`src/shared/adc_ref_pkg.sv`:
```
// Constants for the converter input select and reference control block
// What this block does
// Decode 6-bit code to pin, sensor, supply, ground
// Codes for P3.1-P3.7 need large package
// Software selects sensor code and enables sensor
// Sensor enable bit switches sensor on
// Source bit 0 routes reference pin
// Source bit 1 uses supply as reference
// Bias on whenever any consumer enabled
// Bias force-on bit ORs with consumer requests
// Buffer enable bit drives reference onto pin
// Software clears buffer enable when unused
// Software sets reference pin analog, skipped
// Reference control: four read-write bits, reset 0
// Select top bits read zero; reset selects ground
package adc_ref_pkg;

  // ****************************************
  // Register map
  // ****************************************
  localparam logic [7:0] CHANNEL_SELECT_ADDR   = 8'hbb;
  localparam logic [7:0] REFERENCE_CONTROL_ADDR = 8'hd1;
  localparam logic [7:0] CHANNEL_SELECT_RESET   = 8'h3f;
  localparam logic [7:0] REFERENCE_CONTROL_RESET = 8'h00;

  // ****************************************
  // Field positions
  // ****************************************
  localparam int CODE_WIDTH        = 6;
  localparam int REF_SRC_BIT       = 3;
  localparam int TEMP_EN_BIT       = 2;
  localparam int BIAS_FORCE_BIT    = 1;
  localparam int REF_BUF_BIT       = 0;

  // ****************************************
  // Select code boundaries
  // ****************************************
  localparam logic [5:0] CODE_LAST_PIN     = 6'h1f;
  localparam logic [5:0] CODE_LAST_SMALL   = 6'h18;
  localparam logic [5:0] CODE_TEMP_SENSOR  = 6'h30;
  localparam logic [5:0] CODE_SUPPLY       = 6'h31;
  localparam logic [5:0] CODE_FIRST_GROUND = 6'h32;

  typedef enum logic [2:0] {
    SRC_PIN,
    SRC_TEMP,
    SRC_SUPPLY,
    SRC_GROUND,
    SRC_NONE
  } input_source_t;

endpackage

```
`src/shared/mux_decode_if.sv`:
```
// Carrier between the register block and the input decoder
`timescale 1ns/1ps
interface mux_decode_if;
  import adc_ref_pkg::*;
  logic [5:0]    code;
  logic          large_package;
  input_source_t source;
  logic [4:0]    pin_index;
  modport regs (output code, output large_package, input source, input pin_index);
  modport dec  (input code, input large_package, output source, output pin_index);
endinterface

```
`src/design/input_code_decode.sv`:
```
// Combinational decode of the positive-input select code
`timescale 1ns/1ps
module input_code_decode
  import adc_ref_pkg::*;
(
  mux_decode_if.dec bus
);

  always_comb begin
    bus.pin_index = bus.code[4:0];
    if (bus.code <= CODE_LAST_PIN) begin
      // Pins missing on the small package connect to nothing
      if (!bus.large_package && bus.code > CODE_LAST_SMALL) begin
        bus.source = SRC_NONE;
      end else begin
        bus.source = SRC_PIN;
      end
    end else if (bus.code == CODE_TEMP_SENSOR) begin
      bus.source = SRC_TEMP;
    end else if (bus.code == CODE_SUPPLY) begin
      bus.source = SRC_SUPPLY;
    end else if (bus.code >= CODE_FIRST_GROUND) begin
      bus.source = SRC_GROUND;
    end else begin
      // Reserved codes leave the mux open
      bus.source = SRC_NONE;
    end
  end

endmodule

```
`src/design/adc_input_and_reference_select.sv`:
```
// Register file and control outputs for converter input and reference selection
`timescale 1ns/1ps
module adc_input_and_reference_select
  import adc_ref_pkg::*;
(
  // Clock and reset
  input  wire logic       clk,
  input  wire logic       rst_n,
  // Special-function register bus
  input  wire logic [7:0] sfr_addr,
  input  wire logic [7:0] sfr_wdata,
  input  wire logic       sfr_we,
  output logic      [7:0] sfr_rdata,
  // Configuration strap and bias consumers
  input  wire logic       large_package,
  input  wire logic       converter_en,
  input  wire logic       oscillator_en,
  // Analog mux controls
  output logic      [4:0] mux_pin_index,
  output logic            mux_pin_sel,
  output logic            mux_temp_sel,
  output logic            mux_supply_sel,
  output logic            mux_ground_sel,
  // Reference and bias controls
  output logic            ref_from_supply,
  output logic            ref_from_pin,
  output logic            temp_sensor_on,
  output logic            bias_on,
  output logic            ref_buffer_on
);

  // ****************************************
  // Strap synchroniser
  // ****************************************
  // The package strap arrives from a pin, so it passes two flops first.
  // It only settles once at power-up, so the two extra cycles cost nothing.
  logic strap_meta_q;
  logic strap_meta_d;
  logic strap_sync_q;
  logic strap_sync_d;

  always_comb begin
    strap_meta_d = large_package;
    strap_sync_d = strap_meta_q;
  end

  always_ff @(posedge clk or negedge rst_n) begin
    if (!rst_n) begin
      // Small package assumed until the strap has been seen
      strap_meta_q <= 1'b0;
      strap_sync_q <= 1'b0;
    end else begin
      strap_meta_q <= strap_meta_d;
      strap_sync_q <= strap_sync_d;
    end
  end

  // ****************************************
  // Channel select register
  // ****************************************
  logic [CODE_WIDTH-1:0] positive_input_code_q;
  logic [CODE_WIDTH-1:0] positive_input_code_d;
  logic                  sel_write;

  // Bits above the field are dropped on write, so they always read zero
  always_comb begin
    sel_write             = sfr_we && (sfr_addr == CHANNEL_SELECT_ADDR);
    positive_input_code_d = positive_input_code_q;
    if (sel_write) begin
      positive_input_code_d = sfr_wdata[CODE_WIDTH-1:0];
    end
  end

  always_ff @(posedge clk or negedge rst_n) begin
    if (!rst_n) begin
      // All ones selects ground, so nothing live is measured before set-up
      positive_input_code_q <= CHANNEL_SELECT_RESET[CODE_WIDTH-1:0];
    end else begin
      positive_input_code_q <= positive_input_code_d;
    end
  end

  // ****************************************
  // Reference control register
  // ****************************************
  logic [3:0] reference_control_q;
  logic [3:0] reference_control_d;
  logic       ref_write;

  // Only the four low bits are stored; the upper nibble is ignored
  always_comb begin
    ref_write           = sfr_we && (sfr_addr == REFERENCE_CONTROL_ADDR);
    reference_control_d = reference_control_q;
    if (ref_write) begin
      reference_control_d = sfr_wdata[3:0];
    end
  end

  always_ff @(posedge clk or negedge rst_n) begin
    if (!rst_n) begin
      reference_control_q <= REFERENCE_CONTROL_RESET[3:0];
    end else begin
      reference_control_q <= reference_control_d;
    end
  end

  // ****************************************
  // Input decode
  // ****************************************
  mux_decode_if dec_bus ();
  assign dec_bus.code          = positive_input_code_q;
  assign dec_bus.large_package = strap_sync_q;

  input_code_decode u_decode (
    .bus (dec_bus)
  );

  // ****************************************
  // Read data
  // ****************************************
  logic [7:0] rdata_d;

  // Registered read port: data follows the address by one cycle
  always_comb begin
    case (sfr_addr)
      CHANNEL_SELECT_ADDR: begin
        rdata_d = {2'h0, positive_input_code_q};
      end
      REFERENCE_CONTROL_ADDR: begin
        rdata_d = {4'h0, reference_control_q};
      end
      default: begin
        rdata_d = 8'h00;
      end
    endcase
  end

  always_ff @(posedge clk or negedge rst_n) begin
    if (!rst_n) begin
      sfr_rdata <= 8'h00;
    end else begin
      sfr_rdata <= rdata_d;
    end
  end

  // ****************************************
  // Analog mux selects
  // ****************************************
  logic [4:0] pin_index_d;
  logic       pin_sel_d;
  logic       temp_sel_d;
  logic       supply_sel_d;
  logic       ground_sel_d;

  // One-hot selects; reserved codes and missing pins leave all of them low
  always_comb begin
    pin_index_d  = dec_bus.pin_index;
    pin_sel_d    = (dec_bus.source == SRC_PIN);
    temp_sel_d   = (dec_bus.source == SRC_TEMP);
    supply_sel_d = (dec_bus.source == SRC_SUPPLY);
    ground_sel_d = (dec_bus.source == SRC_GROUND);
  end

  always_ff @(posedge clk or negedge rst_n) begin
    if (!rst_n) begin
      // Matches the reset code, which selects ground
      mux_pin_index  <= 5'h00;
      mux_pin_sel    <= 1'b0;
      mux_temp_sel   <= 1'b0;
      mux_supply_sel <= 1'b0;
      mux_ground_sel <= 1'b1;
    end else begin
      mux_pin_index  <= pin_index_d;
      mux_pin_sel    <= pin_sel_d;
      mux_temp_sel   <= temp_sel_d;
      mux_supply_sel <= supply_sel_d;
      mux_ground_sel <= ground_sel_d;
    end
  end

  // ****************************************
  // Reference source
  // ****************************************
  logic ref_supply_d;
  logic ref_pin_d;

  // Exactly one of the two reference paths is closed at any time
  always_comb begin
    ref_supply_d = reference_control_q[REF_SRC_BIT];
    ref_pin_d    = !reference_control_q[REF_SRC_BIT];
  end

  always_ff @(posedge clk or negedge rst_n) begin
    if (!rst_n) begin
      ref_from_supply <= 1'b0;
      ref_from_pin    <= 1'b1;
    end else begin
      ref_from_supply <= ref_supply_d;
      ref_from_pin    <= ref_pin_d;
    end
  end

  // ****************************************
  // Sensor, bias and buffer
  // ****************************************
  logic temp_on_d;
  logic bias_request;
  logic bias_d;
  logic buf_d;

  always_comb begin
    // Converter, sensor and oscillator each need the bias; any one of them
    // turns it on, whatever the manual bit holds
    bias_request = converter_en | oscillator_en | reference_control_q[TEMP_EN_BIT];
    temp_on_d    = reference_control_q[TEMP_EN_BIT];
    bias_d       = reference_control_q[BIAS_FORCE_BIT] | bias_request;
    buf_d        = reference_control_q[REF_BUF_BIT];
  end

  always_ff @(posedge clk or negedge rst_n) begin
    if (!rst_n) begin
      temp_sensor_on <= 1'b0;
      bias_on        <= 1'b0;
      ref_buffer_on  <= 1'b0;
    end else begin
      temp_sensor_on <= temp_on_d;
      bias_on        <= bias_d;
      ref_buffer_on  <= buf_d;
    end
  end

endmodule

```
`config.mk`:
```
export PLATFORM = sky130hd
export DESIGN_NAME = adc_input_and_reference_select
export DESIGN_NICKNAME = d
export VERILOG_FILES = /design/src/shared/adc_ref_pkg.sv /design/src/shared/mux_decode_if.sv /design/src/design/input_code_decode.sv /design/src/design/adc_input_and_reference_select.sv
export SDC_FILE = /design/constraint.sdc
export NUM_CORES = 1
export LEC_CHECK = 0
export ABC_AREA = 1
export ABC_CLOCK_PERIOD_IN_PS = 3100
export BUFFER_PORTS_ARGS = -buffer_cell sky130_fd_sc_hd__buf_4
export CAP_MARGIN = 20
export CORE_MARGIN = 4
export CORE_UTILIZATION = 47
export CTS_BUF_LIST = sky130_fd_sc_hd__clkbuf_4 sky130_fd_sc_hd__clkbuf_8
export DETAILED_ROUTE_END_ITERATION = 6
export PLACE_DENSITY = 0.8
export SYNTH_ARGS = -nofsm -noshare
export SYNTH_HDL_FRONTEND = slang
export SYNTH_HIERARCHICAL = 1
export SYNTH_SLANG_ARGS = --single-unit
export TNS_END_PERCENT = 10
```
`constraint.sdc`:
```
create_clock -name clk -period 3.1 [get_ports clk]
set_input_delay 0.775 -clock clk [delete_from_list [all_inputs] [get_ports clk]]
set_output_delay 0.775 -clock clk [all_outputs]
set_load 0.05 [all_outputs]
```
==> impl_metrics.csv <==
group,metric,value,unit
status,status,"finished clean",
clocking,clk_path_buf_depth,2,
floorplanning,die_w,61.0,µm
clocking,cts-resized-gates,0,
placement,dpl_worst_slack,1.30,ns
global_routing,grt_antenna_before_repair,0,
synth,synth.top_cell.area_share,0.455,
power,p_switching,0.200,mW
final_layout,nets,194,
synth,synth_area,0.00132,mm²
power,pwr_density_cell,485,mW/mm²
final_layout,num-fill-cells,223,
synth,ys.flop_type,"dfrtp_1",
critical_path,critPathLaunchType,"flip-flop",
flow_run,maxCapViolCount,0,
final_layout,syn2layout_area_growth,24.1,%
synth,yosysMostFrequentCell,"nand2_1",
clocking,cts_made_buffers,5,
synth,syn-instance-count,135,
sta,min_period_over_period,0.582,
global_routing,first_global_vias,956,
route,vias,985,
critical_path,slowest_stage,"dfstp_2",
floorplanning,dieHeight,61.0,µm
critical_path,critPathTopFamily,"flip-flops",
critical_path,rr_startpoint,"dec_bus.code[4]$_DFFE_PN1P_",
critical_path,critPathMaxStageDelay,0.52,ns
global_routing,grt_overflow_total,0,
floorplanning,die_area,0.00372,mm²
floorplanning,ios,44,
sta,worst_slack,1.30,ns
critical_path,critPathCaptureType,"output port",
critical_path,crit_chain,"buf_4",
global_routing,grt_max_degree,33,
floorplanning,core,0.00257,mm²
synth,syn_avg_cell_area,9.79,µm²
placement,numPortBuffers,39,
synth,synthTopCellsByArea,"dfrtp_1, dfstp_2, nand2_1",
critical_path,cp.required,2.32,ns
final_layout,utilization,0.639,
sta,period_needed,1.80,ns
sta,rsz0062_at_grt,"no",
route,drc,0,
critical_path,startpoint,"mux_ground_sel$_DFF_PN1_",
synth,synthArstFlopShare,1.00,
clocking,root_buffer,"clkbuf_4",
clocking,cts_setup_buffers,0,
route,dr.pass1.iters,4,
global_routing,grtUsageTotal,0.150,
placement,place.gp.congestion,0.812,
power,power_frac_seq,0.558,
synth,yosysUniqueCellTypes,18,
hold_path,hold_path_class,"in2async",
critical_path,cp_max_fo,1,
synth,yosysTopAreaCell,"dfrtp_1",
global_routing,grt_pass1_wl,3.97,mm
power,switching_share,0.251,
power,ir_drop,0.347,mV
sta,setup_violations,0,
route,post_drt_via_cell_ratio,4.88,
clocking,htreeDepth,2,
route,wl_per_cell,11.8,µm
route,first_iter_violations,26,
synth,synth.top_cells.by_count,"nand2_1, dfrtp_1, inv_1, nand4_1, dfstp_2",
floorplanning,initial_core_util,0.515,
sta,slew_violations,0,
sta,finalClockSkew,0.00799,ns
synth,yosys_warnings,6,
final_layout,antenna_cells,0,
synth,synth_edf_count,0,
critical_path,cp.arrival,1.03,ns
sta,hold_viol_final,0,
clocking,tritoncts,"built",
power,internal_power,0.596,mW
synth,ys_seq_elements,32,
sta,clock.fmax,0.554,GHz
sta,fin_tns_setup,0,ns
critical_path,rrSetupSlack,1.88,ns
clocking,clk_latency,0.32,ns
power,combPwrFrac,0.122,
route,ant_nets,0,
final_layout,drive_above_1_share,0.355,
power,clkPwrFrac,0.320,
clocking,cts_sinks,32,
placement,hpwlAfterDp,1.84,mm
power,power.leakage,0.835,nW
critical_path,crit_buf_inv,1,
route,drt_wl_total,2.39,mm
synth,synth_seq_area_share,0.614,
clocking,path_clk_slew,0.09,ns
floorplanning,row_count,18,
critical_path,crit_type,"reg2out",
clocking,hold_buffers,0,
-- path summary, 6_finish.rpt --
check	depth (start not counted)	endpoint
max	1	mux_ground_sel
min	1	reference_control_q[1]$_DFFE_PN0P_
max reg2reg	4	mux_ground_sel$_DFF_PN1_
max in group asynchronous	1	dec_bus.code[5]$_DFFE_PN1P_
min reg2reg	0	dec_bus.large_package$_DFF_PN0_
min in group clk	0	dec_bus.large_package$_DFF_PN0_
-- cell usage in the layout (no fill, tap or decap) --
cell type	n
nor2_2	1
nand3_2	2
nor3_1	4
nand3_1	6
buf_4	39
nand2_1	38
o21ai_1	3
inv_1	15
conb_1	2
nor2_1	7
nor2_4	3
dfstp_2	8
clkbuf_4	5
nand4_1	10
a21oi_1	2
inv_2	1
dfrtp_1	24
clkbuf_8	2
-- flip-flops by register name, summed over array words and instances (netlist names), 4 cells and up --
signal / count
reference_control_q: 4
dec_bus.code: 6
mux_pin_index: 5
sfr_rdata: 6
-- kinds of logic after synthesis --
group / share of synthesized area
compound gates: 0.0189
buf+inv: 0.106
flops: 0.614
other cells: 0.00284
simple gates: 0.259
-- routing by layer --
| metal | global-route usage | share of wire | routed length [µm] | vias to the layer above |
|---|---|---|---|---|
| met5 | 0 | 0 | 0 | - |
| met4 | 0.102 | 0.024 | 57 | 0 |
| met3 | 0.0419 | 0.081 | 192 | 6 |
| met2 | 0.251 | 0.51 | 1220 | 41 |
| met1 | 0.166 | 0.38 | 916 | 445 |
| li1 | - | - | - | 493 |
-- cell type report --
class / instances / area, µm² / share of cell area
flip-flops and latches: 32 / 811 / 0.494
multi-input cells: 78 / 374 / 0.228
repair buffers: 39 / 293 / 0.178
clock buffers: 7 / 65.1 / 0.0397
inverters: 16 / 60.1 / 0.0366
well taps: 30 / 37.5 / 0.0229
-- power by group through the flow --
stage / clock [mW] / sequential, mW / combinational [mW]
6_report: 0.255 / 0.444 / 0.0970
5_1_grt: 0.281 / 0.446 / 0.105
4_1_cts: 0.264 / 0.444 / 0.0984
3_5_place_dp: 0 / 0.452 / 0.0983
3_3_place_gp: 0 / 0.451 / 0.0954
2_1_floorplan: 0 / 0.475 / 0.0361
-- per-stage QoR --
stage          area (µm²)  power (mW)  cells  hold slack (ns)
5_1_grt              1640       0.832    202            0.376
2_1_floorplan        1330       0.511    136            0.331
4_1_cts              1640       0.806    202            0.363
6_report             1640       0.796    202            0.351
3_3_place_gp         1580       0.547    195            0.333
3_5_place_dp         1580       0.550    195            0.354
Note: power is estimated with default switching activity, not from simulation.
